===== config.mk =====
export PLATFORM = sky130hd
export DESIGN_NAME = sfr_flash_end_flat
export DESIGN_NICKNAME = d
export VERILOG_FILES = /design/src/rtl/sfr_pkg.sv /design/src/rtl/sfr_link_if.sv /design/src/rtl/sfr_flash_end.sv /design/src/flat_wrapper.sv
export SDC_FILE = /design/constraint.sdc
export NUM_CORES = 1
export LEC_CHECK = 0
export BUFFER_PORTS_ARGS = -buffer_cell sky130_fd_sc_hd__buf_2
export CORE_UTILIZATION = 30
export CTS_BUF_LIST = sky130_fd_sc_hd__clkbuf_2 sky130_fd_sc_hd__clkbuf_4 sky130_fd_sc_hd__clkbuf_8
export CTS_CLUSTER_SIZE = 28
export DETAILED_ROUTE_END_ITERATION = 7
export PLACE_DENSITY = 0.51
export SLEW_MARGIN = 25
export SYNTH_ARGS = -nofsm -noshare
export SYNTH_HDL_FRONTEND = slang
export SYNTH_SLANG_ARGS = --single-unit
export TNS_END_PERCENT = 10

===== constraint.sdc =====
create_clock -name sys_clk -period 3.6 [get_ports sys_clk]
set_input_delay 0.54 -clock sys_clk [delete_from_list [all_inputs] [get_ports sys_clk]]
set_output_delay 0.54 -clock sys_clk [all_outputs]
set_load 0.05 [all_outputs]

===== src/rtl/sfr_pkg.sv =====
// Shared constants and types for the flash power, reset and rescue link
package sfr_pkg;
	localparam int unsigned SYS_CLK_HZ = 40_000_000;
	localparam int unsigned CLK_PERIOD_NS = 25;
	// Power-up access wait, microseconds
	localparam int unsigned POWER_TO_FULL_ACCESS_US = 150;
	localparam int unsigned POWER_TO_FULL_ACCESS_CYC =
		POWER_TO_FULL_ACCESS_US * (SYS_CLK_HZ / 1_000_000);
	// Rescue gap between selections, nanoseconds, rounded up
	localparam int unsigned RESCUE_DESELECT_GAP_NS = 50;
	localparam int unsigned RESCUE_DESELECT_GAP_CYC =
		(RESCUE_DESELECT_GAP_NS + CLK_PERIOD_NS - 1) / CLK_PERIOD_NS;
	// Hardware reset pulse width, nanoseconds, rounded up
	localparam int unsigned HW_RESET_LOW_WIDTH_NS = 50;
	localparam int unsigned HW_RESET_LOW_WIDTH_CYC =
		(HW_RESET_LOW_WIDTH_NS + CLK_PERIOD_NS - 1) / CLK_PERIOD_NS;
	// Recovery after hardware reset: short and long, rounded down
	localparam int unsigned HW_RESET_RECOVERY_SHORT_NS = 40;
	localparam int unsigned HW_RESET_RECOVERY_SHORT_CYC =
		(HW_RESET_RECOVERY_SHORT_NS / CLK_PERIOD_NS) < 1 ? 1 :
		HW_RESET_RECOVERY_SHORT_NS / CLK_PERIOD_NS;
	localparam int unsigned RESET_RECOVERY_LONG_US = 30;
	localparam int unsigned RESET_RECOVERY_LONG_CYC =
		RESET_RECOVERY_LONG_US * (SYS_CLK_HZ / 1_000_000);
	// Recovery after software reset from standby, rounded down
	localparam int unsigned SOFT_RESET_RECOVERY_NS = 90;
	localparam int unsigned SOFT_RESET_RECOVERY_CYC = SOFT_RESET_RECOVERY_NS / CLK_PERIOD_NS;
	// Rescue clock counts per selection
	localparam logic [4:0] RESCUE_CNT_A = 5'h07;
	localparam logic [4:0] RESCUE_CNT_B = 5'h0d;
	localparam logic [4:0] RESCUE_CNT_C = 5'h19;
	localparam logic [4:0] RESCUE_CNT_FF = 5'h08;
	// Command codes; only the two status reads are kept open during power-up
	localparam logic [7:0] CMD_READ_STATUS = 8'h05;
	localparam logic [7:0] CMD_READ_FLAG_STATUS = 8'h70;
	localparam logic [7:0] CMD_RESET_ENABLE = 8'h66;
	localparam logic [7:0] CMD_RESET_MEMORY = 8'h99;
	localparam logic [7:0] CMD_FAST_READ = 8'h0b;
	localparam int unsigned WAIT_W = 16;
	// Serial protocol modes
	typedef enum logic [2:0] {
		SFR_PROTO_EXT = 3'b001,
		SFR_PROTO_DUAL = 3'b010,
		SFR_PROTO_QUAD = 3'b100
	} sfr_proto_t;
endpackage : sfr_pkg


===== src/rtl/sfr_link_if.sv =====
// Link wires between the flash end and the host end
interface sfr_link_if;
	logic sclk;
	logic sel_n;
	logic hw_reset_n;
	logic io_line_zero;
	logic io_line_three_hold;
	logic io_line_one;
	logic io_line_one_oe;
	modport flash_end (
		input sclk,
		input sel_n,
		input hw_reset_n,
		input io_line_zero,
		input io_line_three_hold,
		output io_line_one,
		output io_line_one_oe
	);
	modport host_end (
		output sclk,
		output sel_n,
		output hw_reset_n,
		output io_line_zero,
		output io_line_three_hold,
		input io_line_one,
		input io_line_one_oe
	);
endinterface : sfr_link_if


===== src/rtl/sfr_flash_end.sv =====
// Flash end: power-on hold-off, restricted commands, rescue and reset recovery
module sfr_flash_end #(
	parameter int unsigned POWER_WAIT_CYC = sfr_pkg::POWER_TO_FULL_ACCESS_CYC,
	parameter int unsigned LONG_WAIT_CYC = sfr_pkg::RESET_RECOVERY_LONG_CYC
) (
	input wire logic sys_clk,
	input wire logic rstn,
	sfr_link_if.flash_end link,
	input wire logic supply_ok,
	input wire logic boot_xip,
	input wire logic boot_proto_dual,
	input wire logic array_busy,
	input wire logic deep_power_down,
	output logic power_on_complete,
	output logic ready,
	output logic in_xip,
	output logic proto_ext,
	output logic write_enable_latch,
	output logic write_in_progress,
	output logic lock_write_bit,
	output logic lock_down_bit,
	output logic [7:0] last_cmd,
	output logic cmd_strobe,
	output logic rescue_done
);
	import sfr_pkg::*;

	typedef enum logic [3:0] {
		RS_P1A = 4'b0001,
		RS_P1B = 4'b0010,
		RS_P1C = 4'b0100,
		RS_P2 = 4'b1000
	} sfr_rescue_t;

	typedef struct packed {
		logic [1:0] sclk_s;
		logic [1:0] sel_s;
		logic [1:0] rst_s;
		logic [1:0] d0_s;
		logic [1:0] d3_s;
		logic [1:0] sup_s;
		logic sclk_d;
		logic sel_d;
		logic rst_d;
		logic powered;
		logic [WAIT_W-1:0] pwr_cnt;
		logic poc;
		logic [WAIT_W-1:0] busy_cnt;
		logic [4:0] clk_cnt;
		logic all_ones;
		sfr_rescue_t rstate;
		logic execute_in_place_mode;
		sfr_proto_t proto;
		logic [7:0] shift;
		logic [7:0] cmd;
		logic strobe;
		logic rst_en;
		logic wel;
		logic wip;
		logic lock_w;
		logic lock_d;
		logic done;
		logic rdy;
		logic ext;
	} sfr_flash_st_t;

	sfr_flash_st_t st_reg;
	sfr_flash_st_t st_next;
	logic sclk_rise;
	logic sel_fall;
	logic sel_rise;
	logic rst_rise;
	logic cmd_allowed;
	logic [WAIT_W-1:0] recov;
	logic [7:0] shift_in;

	// Only the second flop of each synchroniser is looked at
	assign sclk_rise = st_reg.sclk_s[1] & ~st_reg.sclk_d;
	assign sel_fall = ~st_reg.sel_s[1] & st_reg.sel_d;
	assign sel_rise = st_reg.sel_s[1] & ~st_reg.sel_d;
	assign rst_rise = st_reg.rst_s[1] & ~st_reg.rst_d;
	// Byte as it stands once this clock's bit is in; avoids a loop through st_next
	assign shift_in = {st_reg.shift[6:0], st_reg.d0_s[1]};
	// Status reads pass even before power-on completes
	assign cmd_allowed = st_reg.poc
		|| (shift_in == CMD_READ_STATUS)
		|| (shift_in == CMD_READ_FLAG_STATUS);
	// Long wait from deep power-down or array work, else short
	// Slow register writes and erases count as array work here
	assign recov = (deep_power_down || array_busy) ? WAIT_W'(LONG_WAIT_CYC)
		: WAIT_W'(HW_RESET_RECOVERY_SHORT_CYC);

	// Next state
	always_comb begin
		st_next = st_reg;
		st_next.sclk_s = {st_reg.sclk_s[0], link.sclk};
		st_next.sel_s = {st_reg.sel_s[0], link.sel_n};
		st_next.rst_s = {st_reg.rst_s[0], link.hw_reset_n};
		st_next.d0_s = {st_reg.d0_s[0], link.io_line_zero};
		st_next.d3_s = {st_reg.d3_s[0], link.io_line_three_hold};
		st_next.sup_s = {st_reg.sup_s[0], supply_ok};
		st_next.sclk_d = st_reg.sclk_s[1];
		st_next.sel_d = st_reg.sel_s[1];
		st_next.rst_d = st_reg.rst_s[1];
		st_next.strobe = 1'b0;
		if (st_reg.busy_cnt != '0) begin
			st_next.busy_cnt = st_reg.busy_cnt - WAIT_W'(1);
		end
		if (!st_reg.sup_s[1]) begin
			// Supply low: state cleared except clock, select, reset and supply synchronisers; nothing decoded
			st_next = '0;
			st_next.sclk_s = {st_reg.sclk_s[0], link.sclk};
			st_next.sel_s = {st_reg.sel_s[0], link.sel_n};
			st_next.rst_s = {st_reg.rst_s[0], link.hw_reset_n};
			st_next.sup_s = {st_reg.sup_s[0], supply_ok};
			st_next.rstate = RS_P1A;
			st_next.proto = SFR_PROTO_EXT;
		end else if (!st_reg.powered) begin
			// Power just settled: load boot state, start access timer
			st_next.powered = 1'b1;
			st_next.pwr_cnt = WAIT_W'(POWER_WAIT_CYC);
			st_next.execute_in_place_mode = boot_xip;
			st_next.proto = boot_proto_dual ? SFR_PROTO_DUAL : SFR_PROTO_EXT;
			st_next.wel = 1'b0;
			st_next.wip = 1'b0;
			st_next.lock_w = 1'b0;
			st_next.lock_d = 1'b0;
		end else if (!st_reg.rst_s[1]) begin
			// Hardware reset held: abort frame, drop execute-in-place
			st_next.clk_cnt = '0;
			st_next.execute_in_place_mode = 1'b0;
			st_next.wel = 1'b0;
			st_next.rst_en = 1'b0;
		end else begin
			if (st_reg.pwr_cnt != '0) begin
				st_next.pwr_cnt = st_reg.pwr_cnt - WAIT_W'(1);
			end else begin
				st_next.poc = 1'b1;
			end
			if (rst_rise) begin
				st_next.busy_cnt = recov;
			end
			if (sel_fall) begin
				st_next.clk_cnt = '0;
				st_next.all_ones = 1'b1;
				st_next.shift = '0;
			end
			if (!st_reg.sel_s[1] && sclk_rise) begin
				st_next.clk_cnt = st_reg.clk_cnt + 5'h01;
				st_next.all_ones = st_reg.all_ones & st_reg.d0_s[1] & st_reg.d3_s[1];
				st_next.shift = {st_reg.shift[6:0], st_reg.d0_s[1]};
				// First dummy clock after fast read carries confirmation bit
				if (st_reg.execute_in_place_mode && st_reg.cmd == CMD_FAST_READ && st_reg.clk_cnt == RESCUE_CNT_FF
						&& st_reg.d0_s[1]) begin
					st_next.execute_in_place_mode = 1'b0;
				end
				if (st_next.clk_cnt == RESCUE_CNT_FF && st_reg.busy_cnt == '0
						&& cmd_allowed) begin
					st_next.cmd = st_next.shift;
					st_next.strobe = 1'b1;
					// Software reset needs the enable first
					if (st_next.shift == CMD_RESET_MEMORY && st_reg.rst_en) begin
						st_next.busy_cnt = deep_power_down || array_busy
							? WAIT_W'(LONG_WAIT_CYC) : WAIT_W'(SOFT_RESET_RECOVERY_CYC);
						st_next.execute_in_place_mode = 1'b0;
						st_next.wel = 1'b0;
					end
					st_next.rst_en = (st_next.shift == CMD_RESET_ENABLE);
				end
			end
			if (sel_rise) begin
				// Rescue sequence watcher, counts clocks of all-ones frames
				if (!st_reg.all_ones) begin
					st_next.rstate = RS_P1A;
				end else begin
					case (st_reg.rstate)
						RS_P1A: begin
							st_next.rstate = st_reg.clk_cnt == RESCUE_CNT_A ? RS_P1B : RS_P1A;
						end
						RS_P1B: begin
							st_next.rstate = st_reg.clk_cnt == RESCUE_CNT_B ? RS_P1C : RS_P1A;
						end
						RS_P1C: begin
							st_next.rstate = st_reg.clk_cnt == RESCUE_CNT_C ? RS_P2 : RS_P1A;
						end
						RS_P2: begin
							st_next.rstate = RS_P1A;
							if (st_reg.clk_cnt == RESCUE_CNT_FF) begin
								st_next.proto = SFR_PROTO_EXT;
								st_next.execute_in_place_mode = 1'b0;
								st_next.done = 1'b1;
							end
						end
						default: begin
							st_next.rstate = RS_P1A;
						end
					endcase
				end
			end
		end
		// Registered copies keep these outputs straight from flops
		st_next.rdy = st_next.poc && (st_next.busy_cnt == '0);
		st_next.ext = (st_next.proto == SFR_PROTO_EXT);
	end

	// State register
	always_ff @(posedge sys_clk or negedge rstn) begin
		if (!rstn) begin
			st_reg <= '{rstate: RS_P1A, proto: SFR_PROTO_EXT, ext: 1'b1, sel_s: 2'b11, sel_d: 1'b1,
				rst_s: 2'b11, rst_d: 1'b1, default: '0};
		end else begin
			st_reg <= st_next;
		end
	end

	// Outputs come from the state flops; line one not driven here
	assign power_on_complete = st_reg.poc;
	assign ready = st_reg.rdy;
	assign in_xip = st_reg.execute_in_place_mode;
	assign proto_ext = st_reg.ext;
	assign write_enable_latch = st_reg.wel;
	assign write_in_progress = st_reg.wip;
	assign lock_write_bit = st_reg.lock_w;
	assign lock_down_bit = st_reg.lock_d;
	assign last_cmd = st_reg.cmd;
	assign cmd_strobe = st_reg.strobe;
	assign rescue_done = st_reg.done;
	assign link.io_line_one = 1'b0;
	assign link.io_line_one_oe = 1'b0;
endmodule : sfr_flash_end


===== src/flat_wrapper.sv =====
// flat-port wrapper written by rule: the top's interface ports become plain ports
module sfr_flash_end_flat import sfr_pkg::*;
#(
	parameter int unsigned POWER_WAIT_CYC = sfr_pkg::POWER_TO_FULL_ACCESS_CYC,
	parameter int unsigned LONG_WAIT_CYC = sfr_pkg::RESET_RECOVERY_LONG_CYC
)
  (sys_clk, rstn, supply_ok, boot_xip, boot_proto_dual, array_busy, deep_power_down, power_on_complete, ready, in_xip, proto_ext, write_enable_latch, write_in_progress, lock_write_bit, lock_down_bit, last_cmd, cmd_strobe, rescue_done, link_sclk, link_sel_n, link_hw_reset_n, link_io_line_zero, link_io_line_three_hold, link_io_line_one, link_io_line_one_oe);
  sfr_link_if link_i ();
  input wire logic sys_clk;
  input wire logic rstn;
  input wire logic supply_ok;
  input wire logic boot_xip;
  input wire logic boot_proto_dual;
  input wire logic array_busy;
  input wire logic deep_power_down;
  output logic power_on_complete;
  output logic ready;
  output logic in_xip;
  output logic proto_ext;
  output logic write_enable_latch;
  output logic write_in_progress;
  output logic lock_write_bit;
  output logic lock_down_bit;
  output logic [7:0] last_cmd;
  output logic cmd_strobe;
  output logic rescue_done;
  input wire logic [$bits(link_i.sclk)-1:0] link_sclk;
  input wire logic [$bits(link_i.sel_n)-1:0] link_sel_n;
  input wire logic [$bits(link_i.hw_reset_n)-1:0] link_hw_reset_n;
  input wire logic [$bits(link_i.io_line_zero)-1:0] link_io_line_zero;
  input wire logic [$bits(link_i.io_line_three_hold)-1:0] link_io_line_three_hold;
  output wire logic [$bits(link_i.io_line_one)-1:0] link_io_line_one;
  output wire logic [$bits(link_i.io_line_one_oe)-1:0] link_io_line_one_oe;
  assign link_i.sclk = link_sclk;
  assign link_i.sel_n = link_sel_n;
  assign link_i.hw_reset_n = link_hw_reset_n;
  assign link_i.io_line_zero = link_io_line_zero;
  assign link_i.io_line_three_hold = link_io_line_three_hold;
  assign link_io_line_one = link_i.io_line_one;
  assign link_io_line_one_oe = link_i.io_line_one_oe;
  sfr_flash_end #(.POWER_WAIT_CYC(POWER_WAIT_CYC), .LONG_WAIT_CYC(LONG_WAIT_CYC)) u_core (.sys_clk(sys_clk), .rstn(rstn), .link(link_i), .supply_ok(supply_ok), .boot_xip(boot_xip), .boot_proto_dual(boot_proto_dual), .array_busy(array_busy), .deep_power_down(deep_power_down), .power_on_complete(power_on_complete), .ready(ready), .in_xip(in_xip), .proto_ext(proto_ext), .write_enable_latch(write_enable_latch), .write_in_progress(write_in_progress), .lock_write_bit(lock_write_bit), .lock_down_bit(lock_down_bit), .last_cmd(last_cmd), .cmd_strobe(cmd_strobe), .rescue_done(rescue_done));
endmodule

**After elaboration in Yosys (flattened, before gate mapping)**

Cells that the tools add are included.

- Add/sub/neg operators: 3
- Equal/unequal tests: 33
- Multiplexer cells: 52
- Bitwise logic cells: 10
- Reduce and logical (&&, ||, !) cells: 24

Operators with widths:

| kind | count |
|---|---|
| $mux 16 | 6 |
| $mux 71 | 1 |
| $mux 11 | 3 |
| $mux 33 | 1 |
| $logic_not 16->1 | 2 |
| $reduce_bool 16->1 | 2 |
| $sub 16x1->16 const B | 2 |
| $mux 27 | 1 |
| $mux 4 | 6 |
| $mux 22 | 1 |
| $mux 20 | 1 |
| $mux 19 | 1 |
| $mux 1 | 18 |
| $mux 18 | 1 |
| $eq 8x7->1 const B | 2 |
| $mux 8 | 2 |
| $ne 2x2->1 const B | 8 |
| $ne 4x4->1 const B | 4 |
| $eq 5x4->1 const B | 3 |
| $ne 3x3->1 const B | 4 |
| $pmux 4 s3 | 1 |
| $reduce_and 3->1 | 4 |
| $mux 5 | 2 |
| $mux 9 | 1 |
| 24 further kinds | 45 |

- Register bits: 87
- Output and inout port bits: 20
- Word-level logic and storage cells: 151

**Depth between registers and ports, before layout**

- Word-level depth: 21
- Mapped depth: 10
- Gate-level depth less buffers: 9

**Worst setup path before layout**

No wires, ideal clock.

- Path type: reg-to-reg
- Start point: reg u_core.st_reg[39] in the netlist's numbering
- End point: reg u_core.st_reg, in the netlist u_core.ready
- Library setup time: 0.101 ns
- Data arrival time: 2.401 ns
- Path slack: 1.098 ns
- Cell stages (with the launch flop): 11
- Path buffers: 1
- Clock period less this slack: 2.502 ns
- Path through: dfrtp_1 > inv_1 > ha_1 > nor2b_1 > clkbuf_2 > nand4_2 > nor3_2 > or4b_4 > a21oi_2 > mux2_1 > nor4_1

RTL lines:

| element | line | source |
|---|---|---|
| start: declaration | sfr_flash_end.sv:67 | `sfr_flash_st_t st_reg;` |
| start signal: assignment | sfr_flash_end.sv:209 | `st_reg <= '{rstate: RS_P1A, proto: SFR_PROTO_EXT, ext: 1'b1, sel_s: 2'b11, sel_d: 1'b1,` |
| start signal: assignment | sfr_flash_end.sv:212 | `st_reg <= st_next;` |

==> summary.txt <==
Placement
  – Count of input and output buffers: 25
  – Detailed Place HPWL: ~6.6 mm
  – Final GP Congestion: 0.833
  – Pre-CTS WS: approximately 0.66 ns

Logic synthesis
  – Number of instances in the synthesized netlist: around 440
  – Ys async rst share: 100%
  – Synth area leaders: dfrtp_1 43%, dfstp_2 5.5%, nor2_1 4.0%
  – Number of synthesized flops with an enable pin: 0
  – Warnings, synthesis: 0
  – FF+latch count, synth: just over 80
  – Count leader, synth: dfrtp_1
  – Synth top area share: 43.4%
  – Synth Flop Type: dfrtp_1
  – Register area share after synthesis: between 40 and 50%
  – Mapped Avg Cell Area: 9.80 sq um
  – Synth top cells by count: 74 x dfrtp_1, 46 x nor2_1, 36 x nand2_1, 28 x o21ai_0, 22 x a21oi_1
  – Cell taking the most area after synthesis: dfrtp_1
  – Cell variety after synth: 68
  – Area of the mapped netlist: about 4300 sq um

Timing
  – Worst-Margin Slew: 0.793 ns
  – Setup TNS: 0 ns
  – Hold Slack: 0.219 ns
  – Pins over their slew limit: 0
  – Fin Clk Skew: roughly 0.011 ns
  – RSZ-0062 raised after global routing: no
  – Worst setup margin: roughly 0.7 ns
  – Tmin final: 2.90 ns
  – Slew headroom: around 46%
  – # setup viols final: 0
  – Crit share post-route: between 80% and 90%
  – Max Fclk: 345 MHz
  – Hold Vio Cnt, Final: 0

Outcome
  – Status: complete, no violations

CTS
  – Cts bufs inserted: 9
  – TritonCTS clock tree: yes
  – H-tree levels: 3
  – CTS sink cnt: 83
  – Clock Path Buffers: 2
  – Cts hold-fix bufs: 0
  – Clock-pin transition on the worst setup and hold timing paths: approximately 0.090 ns
  – Worst-skew pair later-pin latency: around 0.37 ns
  – Post-cts sizing count: 0
  – # Post-CTS Setup Buffers: 0
  – Root buffer cell: clkbuf_8

Floorplan
  – Starting density of the core: 30.7%
  – Die Area: between 10000 and 15000 sq um
  – Core area: around 14000 sq um
  – Die height: roughly 120 um
  – Boundary Pins: 32
  – Die width: approximately 120 um
  – Std cell rows: between 40 and 50

Pwr
  – Peak supply drop: roughly 0.21 mV
  – Leakage: about 2 nW
  – Pwr dens: approximately 630 nW/um^2
  – Design Power: 2.95 mW

Layout
  – Area grow syn2layout: 10.5%
  – Layout cells sized above 1: 16.5%
  – # fillers: approximately 1400
  – Util after Layout: roughly a third
  – Final #Nets: around 470
  – Number of flip-flops in the largest register: 61
  – Antenna Cells: 0

Route
  – Average wire per standard cell: 14.8 um
  – Routed Antenna Nets: 0
  – Vias per cell: roughly 5
  – Vias: between 3000 and 4000
  – WL final: around 9.4 mm
  – DR iter-0 viols: between 200 and 250
  – # DRC: 0
  – Pre-Repair DR Iteration Count: 4

Global routing
  – Vias in the first global route: approximately 3100
  – Remaining Overflow, GRT: 0
  – Initial antenna violation count: 0
  – Global-route wire length before repair: around 16 mm
  – Total track usage: between 10% and 20%
  – Largest net degree at the start of global routing: 84

Setup path
  – Crit path max-delay family: simple AND/OR/NAND/NOR gates
  – CP max stage delay: roughly 0.50 ns
  – WS Path Type: reg -> reg
  – Worst-path cell chain: inv_1, ha_1, nor2b_1, nand4_2, nor3_2, or4b_4, a21oi_2, mux2_1, nor4_1
  – Crit path arrival time: about 3.2 ns
  – Worst setup EP type: register
  – CP Max Fanout: 8
  – Startpoint class of the critical path: register
  – Slowest-stage cell, CP: or4b_4
  – Req. time, crit path: slightly below 4 ns
  – Buf/Inv on CP: 1

Job
  – Max-cap viol count: 0

Hold path
  – Worst hold path type: in -> async
cell families (layout without fill, tap and decap cells):
logic type	after synthesis	in the layout	share of synthesized area, %
flip-flops	83	83	49.0
buffers and inverters	38	53	4.90
AO/OA/AOI/OAI	98	98	14.9
AND/OR/NAND/NOR	190	190	25.3
multiplexers	4	4	0.998
XOR/XNOR	15	15	3.08
other	1	6	0.0879
adder cells (fa/ha/maj)	6	6	1.76
layout by cell type, fill, tap and decap left out, types with 12 or more instances in the layout:
master,n
a21oi_1,22
a22o_1,18
buf_2,24
dfrtp_1,74
nand2_1,36
nand3_1,13
nor2_1,46
nor3_1,19
o21ai_0,28
xnor2_1,12
worst register-to-register path, stage by stage, from the launching register on:
cell,delay (ns)
dfrtp_1,0.43
inv_1,0.07
ha_1,0.17
nor2b_1,0.46
nand4_2,0.18
nor3_2,0.23
or4b_4,0.51
a21oi_2,0.15
mux2_1,0.34
nor4_1,0.26
path summary, 6_finish.rpt:
path | start | cells after the start | to | slack, ns
hold reg to reg | u_core.st_reg[82] | 0 | u_core.st_reg[83] | 0.36
setup / recovery | u_core.st_reg[39] | 9 | u_core.ready | 0.70
min in group sys_clk | link_sel_n | 1 | u_core.st_reg[84] | 0.26
setup reg to reg | u_core.st_reg[39] | 9 | u_core.ready | 0.70
hold / removal | rstn | 1 | u_core.st_reg[37] | 0.22
max in group asynchronous | rstn | 1 | u_core.ready | 2.89
per-layer routing:
metal	track usage [%]	share of wire, %	wire length (um)	vias to the layer above
li1	-	-	-	1576
met1	20.3	50	4740	1553
met2	20.3	45	4190	63
met3	2.54	3.4	317	14
met4	6.25	1.8	170	0
met5	0	0	0	-
metrics by stage:
stage,cell area [sq um],std cells
6_report,4710,635
5_1_grt,4710,635
4_1_cts,4710,635
3_5_place_dp,4480,619
3_3_place_gp,4480,619
2_1_floorplan,4280,440
layout make-up:
type	count	area [sq um]	share of cell area, %
Multi-Input combinational cell	319	1990	42.1
Timing Repair Buffer	27	146	3.11
Tap cell	180	225	4.78
Sequential cell	83	2090	44.3
Inverter	10	37.5	0.796
Clock inverter	7	106	2.26
Clock buffer	9	124	2.63
where the power goes:
group          leakage (nW)  internal [mW]  total, mW  switching [mW]
combinational         0.818          0.401      0.995           0.594
sequential             1.09           1.03       1.17           0.140
clock                 0.117          0.404      0.780           0.376
total                  2.03           1.84       2.95            1.11
Power figures use the tool's default switching activity.
